File: config.mk
export PLATFORM = sky130hd
export DESIGN_NAME = dwpr_core
export DESIGN_NICKNAME = d
export VERILOG_FILES = /design/src/shared/dwpr_pkg.sv /design/src/dwpr_buf2.sv /design/src/dwpr_core.sv
export VERILOG_INCLUDE_DIRS = /design/src /design/src/shared
export SDC_FILE = /design/constraint.sdc
export NUM_CORES = 1
export LEC_CHECK = 0
export ABC_AREA = 1
export BUFFER_PORTS_ARGS = -buffer_cell sky130_fd_sc_hd__buf_2
export CORE_ASPECT_RATIO = 0.9
export CORE_MARGIN = 8
export CORE_UTILIZATION = 45
export DETAILED_ROUTE_END_ITERATION = 8
export GPL_TIMING_DRIVEN = 1
export SLEW_MARGIN = 20
export SYNTH_ARGS = -nofsm -noshare
export SYNTH_HDL_FRONTEND = slang
export SYNTH_SLANG_ARGS = --single-unit
File: constraint.sdc
create_clock -name clk_sys_in -period 2.8 [get_ports clk_sys_in]
set_input_delay 0.56 -clock clk_sys_in [delete_from_list [all_inputs] [get_ports clk_sys_in]]
set_output_delay 0.56 -clock clk_sys_in [all_outputs]
set_load 0.03 [all_outputs]
File: src/shared/dwpr_map.svh
// Purpose: Named offsets, field positions and timing counts for the
//          write/precharge/refresh command engine.
// Assumes: 10 MHz command clock.
// Notes:   Definitions only.
`ifndef DWPR_MAP_SVH
`define DWPR_MAP_SVH
`define DWPR_A10_POS        10
`define DWPR_A12_POS        12
`define DWPR_BL8_BEATS      4'h8
`define DWPR_BC4_BEATS      4'h4
`define DWPR_CWL_DEF        4'h5
`define DWPR_TWR_DEF        4'h2
`define DWPR_TRP_DEF        4'h2
`define DWPR_TRFC_DEF       8'h0B
`define DWPR_NBANK          8
`endif

File: src/shared/dwpr_pkg.sv
// Purpose: Types shared by the command engine.
// Assumes: Nothing beyond the map header.
// Notes:   Command encoding is {cs_n, ras_n, cas_n, we_n}.
package dwpr_pkg;
	typedef enum logic [2:0] {
		DWPR_CMD_NOP = 3'h0,
		DWPR_CMD_WR  = 3'h1,
		DWPR_CMD_PRE = 3'h2,
		DWPR_CMD_REF = 3'h3,
		DWPR_CMD_SRE = 3'h4,
		DWPR_CMD_ACT = 3'h5
	} dwpr_cmd_t;
	typedef enum logic [1:0] {
		DWPR_BK_IDLE = 2'h0,
		DWPR_BK_OPEN = 2'h1,
		DWPR_BK_PREC = 2'h2
	} dwpr_bank_t;
	typedef enum logic [1:0] {
		DWPR_ST_RUN  = 2'h0,
		DWPR_ST_REF  = 2'h1,
		DWPR_ST_SELF = 2'h2
	} dwpr_state_t;
endpackage : dwpr_pkg

File: src/dwpr_buf2.sv
// Purpose: Two-entry buffer between the write path and the array port.
// Assumes: Single clock; source and sink obey valid/ready.
// Notes:   Output data come from flip-flops.
`timescale 1ns/1ps
module dwpr_buf2 #(
	parameter int W = 16
) (
	input  wire logic         clk_sys_in,  // Clock
	input  wire logic         rstn_in,     // Async reset, low
	input  wire logic         s_valid_in,  // Source word valid
	output logic              s_ready_out, // Room for a word
	input  wire logic [W-1:0] s_data_in,   // Source word
	output logic              m_valid_out, // Word available
	input  wire logic         m_ready_in,  // Sink takes word
	output logic [W-1:0]      m_data_out   // Head word
);
	logic [W-1:0] mem_r [2];
	logic [W-1:0] mem_nxt [2];
	logic         rd_r, rd_nxt, wr_r, wr_nxt;
	logic [1:0]   cnt_r, cnt_nxt;
	logic         push, pop;

	always_comb begin
		push = s_valid_in && (cnt_r != 2'h2);
		pop  = m_valid_out && m_ready_in;
		mem_nxt = mem_r;
		if (push) begin
			mem_nxt[wr_r] = s_data_in;
		end
		wr_nxt  = push ? ~wr_r : wr_r;
		rd_nxt  = pop ? ~rd_r : rd_r;
		cnt_nxt = cnt_r + {1'b0, push} - {1'b0, pop};
	end

	always_ff @(posedge clk_sys_in or negedge rstn_in) begin
		if (!rstn_in) begin
			mem_r[0] <= '0;
			mem_r[1] <= '0;
			rd_r     <= 1'b0;
			wr_r     <= 1'b0;
			cnt_r    <= 2'h0;
		end else begin
			mem_r <= mem_nxt;
			rd_r  <= rd_nxt;
			wr_r  <= wr_nxt;
			cnt_r <= cnt_nxt;
		end
	end

	assign s_ready_out = (cnt_r != 2'h2);
	assign m_valid_out = (cnt_r != 2'h0);
	assign m_data_out  = mem_r[rd_r];

	chk_buf_no_over: assert property (@(posedge clk_sys_in)
		disable iff (!rstn_in) cnt_r <= 2'h2)
		else $error("buffer count overflow");
endmodule : dwpr_buf2

File: src/dwpr_core.sv
// Purpose: Command decode and bank state for write, precharge, refresh
//          and self refresh entry of a DDR3-style memory.
// Assumes: Pins synchronised here; controller keeps its timing rules.
// Notes:   Array writes leave through a two-entry buffer with back
//          pressure; data beats are taken as one byte-masked word each.
`timescale 1ns/1ps
`include "dwpr_map.svh"
module dwpr_core
	import dwpr_pkg::*;
#(
	parameter int DW = 8,
	parameter int CW = 10,
	parameter logic [3:0] CWL = `DWPR_CWL_DEF,
	parameter logic [3:0] TWR = `DWPR_TWR_DEF,
	parameter logic [3:0] TRP = `DWPR_TRP_DEF
) (
	input  wire logic          clk_sys_in,  // Clock
	input  wire logic          rstn_in,     // Async reset, low
	input  wire logic          cke_in,      // Clock enable pin
	input  wire logic          cs_n_in,     // Chip select, low
	input  wire logic          ras_n_in,    // Row strobe, low
	input  wire logic          cas_n_in,    // Column strobe, low
	input  wire logic          we_n_in,     // Write enable, low
	input  wire logic [2:0]    ba_in,       // Bank address
	input  wire logic [13:0]   addr_in,     // Address pins
	input  wire logic [DW-1:0] dq_in,       // Write data
	input  wire logic          dm_in,       // Data mask, high skips
	input  wire logic          otf_en_in,   // On-the-fly burst select
	input  wire logic          bl8_fix_in,  // Fixed length is eight
	output logic               arr_valid_out, // Array write valid
	input  wire logic          arr_ready_in,  // Array accepts
	output logic [2:0]         arr_bank_out,  // Array bank
	output logic [CW-1:0]      arr_col_out,   // Array column
	output logic [DW-1:0]      arr_data_out,  // Array byte
	output logic               data_drop_out, // Beat lost to stall
	output logic [7:0]         bank_open_out, // Open bank flags
	output logic               refresh_out,   // Refresh cycle busy
	output logic               self_ref_out,  // In self refresh
	output logic               ref_pulse_out  // Internal refresh step
);
	localparam int AW = 3 + CW + DW;

	// Two-stage pin synchronisers
	logic [20+DW:0] p1_r, p2_r;
	logic           cke_prev_r;
	always_ff @(posedge clk_sys_in or negedge rstn_in) begin
		if (!rstn_in) begin
			p1_r       <= '1;
			p2_r       <= '1;
			cke_prev_r <= 1'b0;
		end else begin
			p1_r       <= {cke_in, cs_n_in, ras_n_in, cas_n_in, we_n_in,
				ba_in, addr_in[`DWPR_A12_POS], addr_in[`DWPR_A10_POS],
				dm_in, dq_in, addr_in[9:0]};
			p2_r       <= p1_r;
			cke_prev_r <= p2_r[20+DW];
		end
	end
	wire logic          s_cke = p2_r[20+DW];
	wire logic [3:0]    s_cmd = p2_r[19+DW:16+DW];
	wire logic [2:0]    s_ba  = p2_r[15+DW:13+DW];
	wire logic          s_a12 = p2_r[12+DW];
	wire logic          s_a10 = p2_r[11+DW];
	wire logic          s_dm  = p2_r[10+DW];
	wire logic [DW-1:0] s_dq  = p2_r[9+DW:10];
	wire logic [9:0]    s_col = p2_r[9:0];

	function automatic dwpr_cmd_t decode(input logic [3:0] c,
		input logic kp, input logic kn);
		dwpr_cmd_t r;
		r = DWPR_CMD_NOP;
		if (kp) begin // Deselect and NOP fall through
			case (c)
				4'h4: r = DWPR_CMD_WR;
				4'h2: r = DWPR_CMD_PRE;
				4'h1: r = kn ? DWPR_CMD_REF : DWPR_CMD_SRE;
				4'h3: r = DWPR_CMD_ACT;
				default: r = DWPR_CMD_NOP;
			endcase
		end
		return r;
	endfunction : decode

	dwpr_cmd_t cmd;
	assign cmd = decode(s_cmd, cke_prev_r, s_cke);

	// Bank and engine state
	dwpr_bank_t  bk_r [`DWPR_NBANK];
	dwpr_bank_t  bk_nxt [`DWPR_NBANK];
	logic [3:0]  pc_r [`DWPR_NBANK];
	logic [3:0]  pc_nxt [`DWPR_NBANK];
	dwpr_state_t st_r, st_nxt;
	logic [7:0]  rfc_r, rfc_nxt;
	logic [3:0]  wl_r, wl_nxt, beat_r, beat_nxt, len_r, len_nxt;
	logic        ap_r, ap_nxt, wact_r, wact_nxt;
	logic [3:0]  rec_r, rec_nxt;
	logic        recon_r, recon_nxt;
	logic [2:0]  wba_r, wba_nxt;
	logic [CW-1:0] col_r, col_nxt;
	logic        push, buf_ready, drop_r, drop_nxt;

	always_comb begin
		bk_nxt   = bk_r;
		pc_nxt   = pc_r;
		st_nxt   = st_r;
		{rfc_nxt, wl_nxt, beat_nxt, len_nxt, ap_nxt, wact_nxt, rec_nxt,
			recon_nxt, wba_nxt, col_nxt} = {rfc_r, wl_r, beat_r, len_r,
			ap_r, wact_r, rec_r, recon_r, wba_r, col_r};
		push     = 1'b0;
		drop_nxt = 1'b0;
		for (int i = 0; i < `DWPR_NBANK; i++) begin
			if (bk_r[i] == DWPR_BK_PREC) begin
				if (pc_r[i] <= 4'h1) begin
					bk_nxt[i] = DWPR_BK_IDLE;
					pc_nxt[i] = 4'h0;
				end else begin
					pc_nxt[i] = pc_r[i] - 4'h1;
				end
			end
		end
		if (rfc_r != 8'h00) begin
			rfc_nxt = rfc_r - 8'h01;
		end
		case (st_r)
			DWPR_ST_RUN: begin
				case (cmd)
					DWPR_CMD_ACT: bk_nxt[s_ba] = DWPR_BK_OPEN;
					DWPR_CMD_WR: begin
						if (bk_r[s_ba] == DWPR_BK_OPEN && !wact_r) begin
							wact_nxt = 1'b1;
							wba_nxt  = s_ba;
							col_nxt  = CW'(s_col);
							ap_nxt   = s_a10;
							wl_nxt   = CWL;
							len_nxt  = otf_en_in ?
								(s_a12 ? `DWPR_BL8_BEATS : `DWPR_BC4_BEATS) :
								(bl8_fix_in ? `DWPR_BL8_BEATS : `DWPR_BC4_BEATS);
							beat_nxt = 4'h0;
						end
					end
					DWPR_CMD_PRE: begin
						for (int i = 0; i < `DWPR_NBANK; i++) begin
							if (s_a10 || s_ba == 3'(i)) begin
								// Idle bank stays idle; busy one restarts
								if (bk_r[i] != DWPR_BK_IDLE) begin
									bk_nxt[i] = DWPR_BK_PREC;
									pc_nxt[i] = TRP;
								end
							end
						end
					end
					DWPR_CMD_REF: begin
						st_nxt  = DWPR_ST_REF;
						rfc_nxt = `DWPR_TRFC_DEF;
					end
					DWPR_CMD_SRE: st_nxt = DWPR_ST_SELF;
					default: ;
				endcase
			end
			DWPR_ST_REF: if (rfc_r <= 8'h01) st_nxt = DWPR_ST_RUN;
			DWPR_ST_SELF: begin
				// Contents held internally, no clock edge needed
				if (s_cke && !cke_prev_r) st_nxt = DWPR_ST_RUN;
			end
			default: st_nxt = DWPR_ST_RUN;
		endcase
		if (wact_r) begin
			if (wl_r != 4'h0) begin
				wl_nxt = wl_r - 4'h1;
			end else begin
				push     = !s_dm;
				drop_nxt = !s_dm && !buf_ready;
				col_nxt  = col_r + CW'(1);
				beat_nxt = beat_r + 4'h1;
				if (beat_r + 4'h1 == len_r) begin
					wact_nxt  = 1'b0;
					recon_nxt = ap_r;
					rec_nxt   = TWR;
				end
			end
		end
		if (recon_r) begin // Runs beside other-bank commands
			if (rec_r <= 4'h1) begin
				recon_nxt    = 1'b0;
				bk_nxt[wba_r] = DWPR_BK_PREC;
				pc_nxt[wba_r] = TRP;
			end else begin
				rec_nxt = rec_r - 4'h1;
			end
		end
	end

	always_ff @(posedge clk_sys_in or negedge rstn_in) begin
		if (!rstn_in) begin
			for (int i = 0; i < `DWPR_NBANK; i++) begin
				bk_r[i] <= DWPR_BK_IDLE;
				pc_r[i] <= 4'h0;
			end
			st_r <= DWPR_ST_RUN;
			{rfc_r, wl_r, beat_r, len_r, ap_r, wact_r, rec_r, recon_r,
				wba_r, col_r, drop_r} <= '0;
		end else begin
			bk_r <= bk_nxt;
			pc_r <= pc_nxt;
			st_r <= st_nxt;
			{rfc_r, wl_r, beat_r, len_r, ap_r, wact_r, rec_r, recon_r,
				wba_r, col_r, drop_r} <= {rfc_nxt, wl_nxt, beat_nxt, len_nxt,
				ap_nxt, wact_nxt, rec_nxt, recon_nxt, wba_nxt, col_nxt, drop_nxt};
		end
	end

	logic [AW-1:0] bout;
	dwpr_buf2 #(.W(AW)) u_buf (
		.clk_sys_in  (clk_sys_in),
		.rstn_in     (rstn_in),
		.s_valid_in  (push),
		.s_ready_out (buf_ready),
		.s_data_in   ({wba_r, col_r, s_dq}),
		.m_valid_out (arr_valid_out),
		.m_ready_in  (arr_ready_in),
		.m_data_out  (bout)
	);
	assign arr_bank_out  = bout[AW-1:AW-3];
	assign arr_col_out   = bout[CW+DW-1:DW];
	assign arr_data_out  = bout[DW-1:0];
	assign data_drop_out = drop_r;
	always_comb begin
		for (int i = 0; i < `DWPR_NBANK; i++) begin
			bank_open_out[i] = (bk_r[i] == DWPR_BK_OPEN);
		end
	end
	assign refresh_out   = (st_r == DWPR_ST_REF);
	assign self_ref_out  = (st_r == DWPR_ST_SELF);
	assign ref_pulse_out = (st_r == DWPR_ST_RUN) && (cmd == DWPR_CMD_REF);

	chk_wr_open_bank: assert property (@(posedge clk_sys_in)
		disable iff (!rstn_in) (cmd == DWPR_CMD_WR && st_r == DWPR_ST_RUN
		&& bk_r[s_ba] == DWPR_BK_OPEN && !wact_r) |=> wact_r)
		else $error("write to open bank not started");
	chk_mask_skip: assert property (@(posedge clk_sys_in)
		disable iff (!rstn_in) (wact_r && wl_r == 4'h0 && s_dm
		&& !arr_valid_out) |=> !arr_valid_out)
		else $error("masked beat was stored");
	chk_pre_closes: assert property (@(posedge clk_sys_in)
		disable iff (!rstn_in) (st_r == DWPR_ST_RUN && cmd == DWPR_CMD_PRE
		&& s_a10) |=> bank_open_out == 8'h00)
		else $error("precharge all left a bank open");
	chk_pre_idle_nop: assert property (@(posedge clk_sys_in)
		disable iff (!rstn_in) (st_r == DWPR_ST_RUN && cmd == DWPR_CMD_PRE
		&& bk_r[s_ba] == DWPR_BK_IDLE && !recon_r)
		|=> bk_r[$past(s_ba)] == DWPR_BK_IDLE)
		else $error("precharge of idle bank changed it");
	chk_ref_busy: assert property (@(posedge clk_sys_in)
		disable iff (!rstn_in) ref_pulse_out |=> refresh_out[*8])
		else $error("refresh cycle ended early");
	chk_self_entry: assert property (@(posedge clk_sys_in)
		disable iff (!rstn_in) (st_r == DWPR_ST_RUN && cmd == DWPR_CMD_SRE)
		|=> self_ref_out)
		else $error("self refresh not entered");
	chk_nop_keeps: assert property (@(posedge clk_sys_in)
		disable iff (!rstn_in) (wact_r && wl_r > 4'h1 && cmd == DWPR_CMD_NOP)
		|=> wact_r)
		else $error("nop disturbed a burst");
	chk_auto_pre: assert property (@(posedge clk_sys_in)
		disable iff (!rstn_in) (recon_r && rec_r <= 4'h1)
		|=> bk_r[$past(wba_r)] == DWPR_BK_PREC)
		else $error("auto precharge missing");
	chk_ap_flag: assert property (@(posedge clk_sys_in)
		disable iff (!rstn_in) (wact_r && wl_r == 4'h0
		&& beat_r + 4'h1 == len_r) |=> recon_r == $past(ap_r))
		else $error("auto precharge flag not followed");

	cov_write: cover property (@(posedge clk_sys_in) push);
	cov_refresh: cover property (@(posedge clk_sys_in) ref_pulse_out);
	cov_self: cover property (@(posedge clk_sys_in) self_ref_out);
	cov_stall: cover property (@(posedge clk_sys_in) !buf_ready);
endmodule : dwpr_core

==> results of run 1 <==
==> cell usage after synthesis (6+ instances only) <==
cell type  count
nand2_1      301
dfrtp_1      136
inv_1        113
nor2_1       107
nand3_1       67
dfstp_2       58
o21ai_0       36
o21ai_2       28
a21oi_1       26
ha_1          26
xor2_1        20
nor3_1        18
o21ai_1       18
xnor2_1       12
inv_2         11
buf_6         10
nand3b_1       7
nor4_1         6
==> stage by stage <==
step                std cells  hold slack, ns
CTS                      1405          0.1375
finish                   1405          0.1210
global placement         1373          0.3452
global route             1405          0.1616
floorplan                1060          0.2644
detailed placement       1373          0.3468
==> how the worst max path moves through the flow <==
stage,from,end
floorplan,p2_r[24],ref_pulse_out
global placement,wl_r[0],u_buf.mem_r[40]
detailed placement,wl_r[0],u_buf.mem_r[30]
CTS,p2_r[24],ref_pulse_out
global route,p2_r[24],ref_pulse_out
finish,p2_r[24],ref_pulse_out
==> layout make-up <==
cell class / instances / area share
clock inverter: 15 / 0.01769
sequential: 194 / 0.4707
clock buffer: 17 / 0.04064
multi-input combinational: 719 / 0.3554
tap: 260 / 0.03108
timing repair buffer: 74 / 0.03909
inverter: 126 / 0.04542
==> cells by family after synthesis <==
logic type | Yosys count | synth area share
XOR/XNOR | 32 | 0.03017
AND/OR/NAND/NOR | 528 | 0.2413
buffers and inverters | 147 | 0.06923
flip-flops | 194 | 0.5304
multiplexers | 1 | 0.001212
adder cells (fa/ha/maj) | 26 | 0.03502
AO/OA/AOI/OAI | 132 | 0.09266
==> power breakdown <==
part | total, W | internal, W | switching, W
Clock | 0.00245 | 0.00122 | 0.00123
Sequential | 0.00318 | 0.00303 | 0.000146
Combinational | 0.000866 | 0.000303 | 0.000563
Total | 0.00649 | 0.00455 | 0.00194
==> sequential cells by signal, indices dropped and copies added (netlist names), 2 cells and up <==
name	cells
u_buf.mem_r	42
st_r	2
bk_r	16
wl_r	4
col_r	10
p1_r	29
wba_r	3
beat_r	4
pc_r	32
rfc_r	8
rec_r	4
len_r	2
u_buf.cnt_r	2
p2_r	29
==> worst max-delay path, delay by kind of cell (launching register included) <==
family	cells	cell delay [ns]
and+or+nand+nor	4	0.54
AOI/OAI and AO/OA	1	0.25
DFF	1	0.55
buffers and inverters	2	0.27
==> routing by layer <==
metal | global-route usage | share of wire | up-vias
met3 | 0.03678 | 0.041 | 15
met1 | 0.2174 | 0.52 | 3184
met2 | 0.2266 | 0.43 | 115
met5 | 0 | 0 | -
met4 | 0.04248 | 0.011 | 0
li1 | - | - | 3503
==> summary.txt, run 1 <==
======================================================================================
Final count of pins violating max slew                                               0
Antenna fix cells                                                                    0
Iteration-0 DRC Markers                                                            484
VDD IR-drop max                                                               471.7 uV
Final critical path time including I/O delays and setup                       2.597 ns
# fillers                                                                         1946
Primary FF master, synth                                                       dfrtp_1
Share of flip-flops with an asynchronous set or reset after synthesis            1.000
Sequential share of the synthesized area                                        0.5304
Boundary Pins                                                                       70
WL/cell                                                                       13.42 um
Synth-to-layout area growth                                                     12.67%
Pwr Total                                                                   0.006493 W
Post-synth top area cell                                                       dfrtp_1
Crit path largest cell delay                                                   0.55 ns
Count of TritonRoute iterations in the first routing pass                            5
Cell-by-cell listing of the critical path                                 inv_1 > nor2_1 > nand3_1 > a21oi_4 > nand2_1 > nor2_1 > buf_2
Power density cells                                                       620.3 nW/um^2
Max Clock Freq                                                               385.1 MHz
Post-Syn Instances                                                                1060
Final cycle utilization of the critical path                                    0.9274
Number of nets with antenna violations after detailed routing                        0
Unique masters post-synth                                                           46
Fraction of synthesized cell area taken by the top area cell type               0.3663
Post-CTS repair timing setup buffer count                                            0
Rel. slew slack                                                                 0.6299
Number of warning messages in the yosys log                                          0
Layout Nets                                                                       1194
Post-synth EDFFs                                                                     0
Worst flop-to-flop path endpoint                                          u_buf.mem_r[30]
Post-route cell area                                                        10470 um^2
Cell types with the largest area share after synthesis                    dfrtp_1 (37%), dfstp_2 (16%), nand2_1 (12%)
Area used by multi-input combinational logic                                 3720 um^2
Count of input and output buffers                                                   67
R2R setup slack                                                                0.50 ns
Average via count per standard cell                                              4.852
Total clock buffers created by CTS                                                  17
Insertion delay of the later-clocked pin in the worst-skew pair                0.44 ns
Most frequent cell on the critical path                                         nor2_1
Post-route DRC                                                                       0
Global-route wire length before repair                                        32.14 mm
Weighted congestion reported at the end of routability-driven placement         0.8527
Area occupied by registers                                                   4927 um^2
Crit-path slowest cell                                                         dfstp_2
Setup-failing EPs final                                                              0
Worst-path fanout max                                                                5
Clock tree from TritonCTS                                                          yes
CP arrival                                                                     2.04 ns
Final core utilization                                                          0.5101
Standard-cell rows                                                                  50
Number of hold buffers added after cts                                               0
Commonest cells after routing, fill and taps aside                        nand2_1 (301), dfrtp_1 (136), inv_1 (113)
Outcome                                                                   complete, no violations
Placeable core region                                                       20520 um^2
Post-DP Area                                                                 9857 um^2
DP Worst Slack                                                               0.4943 ns
Layout cells sized above 1                                                      0.1974
Type of the worst min-delay path                                           in -> async
CP Class                                                                    reg -> out
Cells on worst reg2reg path                                                         11
Leading cell type in the layout, fill and taps excluded                        nand2_1
Leakage Power                                                                 5.242 nW
Detail Placement HPWL                                                         13.10 mm
Post-cts gate resize count                                                           0
Fin Clk Skew                                                                0.01216 ns
Worst setup slack after layout                                               0.2034 ns
Mapped Area                                                                  9290 um^2
Total vias in the final route                                                     6817
Maximum number of pins on one net before global-route repair                        70
Overall overflow remaining after global route                                        0
Number of global-route vias before repair                                         6508
Sort of element at the start of the critical path                                 flop
Number of register bits inferred by synthesis                                      194
Cell chosen for the clock root                                               clkbuf_16
Element type at the critical path end                                     primary output
Setup total negative slack                                                        0 ns
Reg2reg start                                                                  wl_r[0]
Required time at the worst-slack endpoint                                      2.24 ns
RSZ-0062 raised after global routing                                                no
Initial Util                                                                    0.4527
Total count of hold-check failures in the final report                               0
Tightest Pin Transition                                                      0.5551 ns
Y dimension of the die                                                        152.3 um
Post-detailed-routing wire length                                             18.86 mm
CTS H-Tree Depth                                                                     4
Sinks on Clock Net                                                                 194
Number of antenna violations at the first check in global routing                    0
Die area                                                                    25510 um^2
Synthesized area divided by synthesized cell count                          8.764 um^2
Max-cap viol count                                                                   0
Clock-pin slew on the worst setup and hold paths                               0.08 ns
Net count of the mapped netlist                                                   1122
Total routing usage reported by global routing                                  0.1522
Maximum number of buffers from clock root to sink                                    2
Die X-Extent                                                                  167.5 um
======================================================================================
No activity file was read; power rests on OpenSTA's default activity.
==> run 2: changes to the inputs <==
--- a/config.mk
+++ b/config.mk
@@ -16,4 +16,5 @@
 export SLEW_MARGIN = 20
 export SYNTH_ARGS = -nofsm -noshare
 export SYNTH_HDL_FRONTEND = slang
+export SYNTH_HIERARCHICAL = 1
 export SYNTH_SLANG_ARGS = --single-unit
==> run 2 against run 1 <==
Effect of this change:
- power is 11% higher
- sequential power grew 6.6%
- critical path depth rose by 2
- area after synthesis increased by 0.42%
- count of clock-buffer cells in the layout grew 2
- clock skew rose by 0.0013 ns
- routed wire length up 6.8%
- first-iteration DRC count up 4.5%
- register-to-register slack better by 0.12 ns
- flip-flop and latch count did not move
- setup slack got worse by 0.021 ns
- global-route usage grew 0.87 points
- largest power group unchanged
==> summary.txt, run 2 <==
======================================================================================
Outcome                                                                   complete, no violations
Die area                                                                    25600 um^2   +0.38%
Die X-Extent                                                                  167.8 um   +0.19%
Number of antenna violations at the first check in global routing                    0   unchanged
Most frequently used cell type in the post-synthesis netlist                   nand2_1
Layout cells sized above 1                                                      0.1753   -0.02209
Crit-path slowest cell                                                         dfstp_2
Initial Util                                                                    0.4533   +0.0005084
Busiest layer in global routing                                                   met2
R2R setup slack                                                                0.62 ns   +0.12 ns
Number of nets with antenna violations after detailed routing                        0   unchanged
Adder and majority cell fraction of the synthesized area                       0.03487   -0.0001456
Unique masters post-synth                                                           39   -15%
Sort of element at the start of the critical path                                 flop
Standard-cell rows                                                                  50   unchanged
Clock tree from TritonCTS                                                          yes
Power density cells                                                       680.6 nW/um^2   +9.7%
Final count of pins violating max slew                                               0   unchanged
CP Class                                                                    reg -> out
Maximum number of pins on one net before global-route repair                        73   +4.3%
Type of the worst min-delay path                                           in -> async
Number of hold buffers added after cts                                               0   unchanged
Met3 Track Usage GR                                                            0.03419   -0.002590
Post-synth EDFFs                                                                     0   unchanged
Xor/xnor share of the synthesized area                                         0.02723   -0.002942
Largest registers                                                         u_buf/mem_r x42, pc_r x32
Area fraction in and, or, nand and nor cells after synthesis                    0.2916   +0.05023
Worst setup slack after layout                                               0.1827 ns   -0.02069 ns
Boundary Pins                                                                       70   unchanged
Weighted congestion reported at the end of routability-driven placement         0.7927   -7.0%
Leakage Power                                                                 5.451 nW   +4.0%
Worst path bufs/invs                                                                 3   +1
Placeable core region                                                       20580 um^2   +0.30%
RSZ-0062 raised after global routing                                                no
DP Worst Slack                                                               0.6192 ns   +0.1249 ns
Mapped Area                                                                  9329 um^2   +0.42%
Combinational family with the most area after synthesis                   simple AND/OR/NAND/NOR gates
Primary FF master, synth                                                       dfrtp_1
Count of TritonRoute iterations in the first routing pass                            5   unchanged
Post-route cell area                                                        10570 um^2   +0.97%
Worst flop-to-flop path endpoint                                              col_r[6]
VDD IR-drop max                                                               346.7 uV   -27%
Max Clock Freq                                                               382.1 MHz   -0.79%
Setup-failing EPs final                                                              0   unchanged
Flip-flop count of the largest register, all copies and words added                 42   unchanged
Top post-synthesis cells by count                                         nand2_1 (372), dfrtp_1 (136), nor2_1 (107), inv_1 (98), nand3_1 (70)
Number of register bits inferred by synthesis                                      194   unchanged
Antenna fix cells                                                                    0   unchanged
Register containing the most flip-flops in the final layout                u_buf/mem_r
Post-route DRC                                                                       0   unchanged
Count of input and output buffers                                                   67   unchanged
Cell-by-cell listing of the critical path                                 inv_1 > nor2_1 > nand3_1 > nand3_1 > nand2_1 > nor2_1 > nand2_1 > inv_1 > buf_2
Final core utilization                                                          0.5135   +0.003373
Commonest cells after routing, fill and taps aside                        nand2_1 (372), dfrtp_1 (136), nor2_1 (106)
Total routing usage reported by global routing                                  0.1609   +0.008699
Share of flip-flops with an asynchronous set or reset after synthesis            1.000   unchanged
Critical path launch point                                                    p2_r[24]
Iteration-0 DRC Markers                                                            506   +4.5%
Layout Nets                                                                       1247   +4.4%
Max-cap viol count                                                                   0   unchanged
Element type at the critical path end                                     primary output
Reg2reg start                                                                 p2_r[21]
Final cycle utilization of the critical path                                    0.9347   +0.007388
Global-route wire length before repair                                        34.12 mm   +6.2%
Post-synth top area cell                                                       dfrtp_1
Sinks on Clock Net                                                                 194   unchanged
Clock-pin slew on the worst setup and hold paths                               0.07 ns   about the same
CP arrival                                                                     2.06 ns   +0.02 ns
Total vias in the final route                                                     7280   +6.8%
Average via count per standard cell                                              4.993   +2.9%
Cell types with the largest area share after synthesis                    dfrtp_1 (36%), dfstp_2 (16%), nand2_1 (15%)
Cells on worst reg2reg path                                                         13   +2
Required time at the worst-slack endpoint                                      2.24 ns   about the same
Post-DP Area                                                                 9995 um^2   +1.4%
Crit-path leading delay family                                            simple AND/OR/NAND/NOR gates
Fraction of synthesized cell area taken by the top area cell type               0.3648   -0.001523
Post-cts gate resize count                                                           0   unchanged
Synth Area in Compound Gates                                                   0.05459   -0.03807
Maximum number of buffers from clock root to sink                                    2   unchanged
Synth-to-layout area growth                                                     13.29%
Detail Placement HPWL                                                         13.87 mm   +5.9%
Met2 track demand over resource                                                 0.2446   +0.01803
Net count of the mapped netlist                                                   1174   +4.6%
WL/cell                                                                       13.82 um   +2.9%
Rel. slew slack                                                                 0.6094   -0.02049
Setup total negative slack                                                        0 ns   unchanged
Crit path largest cell delay                                                   0.54 ns   about the same
Cell chosen for the clock root                                               clkbuf_16
Total count of hold-check failures in the final report                               0   unchanged
Final critical path time including I/O delays and setup                       2.617 ns   +0.02069 ns
Tightest Pin Transition                                                      0.5858 ns   +0.03074 ns
Leading cell type in the layout, fill and taps excluded                        nand2_1
# fillers                                                                         1946   unchanged
Insertion delay of the later-clocked pin in the worst-skew pair                0.43 ns   about the same
Number of warning messages in the yosys log                                          6   +6
Worst-path fanout max                                                                4   -1
Post-CTS repair timing setup buffer count                                            0   unchanged
Number of global-route vias before repair                                         6871   +5.6%
Met1 GRT Util                                                                   0.2292   +0.01181
Mux cell area share after synthesis                                           0.001073   -0.0001392
Synthesized area divided by synthesized cell count                          8.389 um^2   -4.3%
Fin Clk Skew                                                                0.01345 ns   +0.001289 ns
Post-detailed-routing wire length                                             20.14 mm   +6.8%
Total clock buffers created by CTS                                                  17   unchanged
Y dimension of the die                                                        152.6 um   +0.19%
CTS H-Tree Depth                                                                     4   unchanged
Sequential share of the synthesized area                                        0.5282   -0.002205
Post-Syn Instances                                                                1112   +4.9%
Overall overflow remaining after global route                                        0   unchanged
======================================================================================
-- run 2: changes by cell type after synthesis, moves of 11 or more --
cell     before  now
inv_1       113   98
nand2_1     301  372
o21ai_2      28    5
nand4_1       5   49
o21ai_0      36   21
buf_2         2   16
o21ai_1      18    7
-- run 2: how the worst max path moves through the flow --
stage	endpoint	slack, ns	cells after the start
after floorplan	ref_pulse_out	0.74	8
after global placement	col_r[6]	0.61	13
after detailed placement	col_r[6]	0.62	13
after CTS	ref_pulse_out	0.14	9
after global routing	ref_pulse_out	0.01	9
final	ref_pulse_out	0.18	9
-- run 2: area by class of cell --
type                       instances  area [um^2]  share of cell area
clock inverter                    13        110.1             0.01042
multi-input combinational        778         3821              0.3615
timing repair buffer              87        519.2             0.04913
clock buffer                      19        464.2             0.04392
sequential                       194         4927              0.4662
tap                              260        325.3             0.03078
inverter                         107        401.6             0.03800
-- run 2: layer usage --
metal  part of all wire  routed length [um]
met1               0.50               10170
met2               0.44                8908
met3              0.042                 844
met4              0.011                 222
met5                  0                   0
-- run 2: cells by family after synthesis --
| logic type | Yosys count |
|---|---|
| AOI/OAI and AO/OA | 83 |
| buffers and inverters | 140 |
| and+or+nand+nor | 639 |
| DFF | 194 |
| muxes | 1 |
| adders and majority gates | 26 |
| xor gates and xnor gates | 29 |
-- run 2: power breakdown --
part	switching [W]	total, W	leakage, nW	internal [W]
Combinational	0.000956	0.00144	2.70	0.000482
Sequential	0.000259	0.00339	2.47	0.00313
Clock	0.00112	0.00237	0.289	0.00125
-- run 2: through the flow --
stage	cells	hold WS, ns	total power (W)
final	1458	0.1488	0.007193
after global routing	1458	0.1797	0.007635
after CTS	1458	0.1529	0.007290
after detailed placement	1426	0.3468	0.004881
after global placement	1426	0.3456	0.004843
after floorplan	1112	0.2644	0.004418
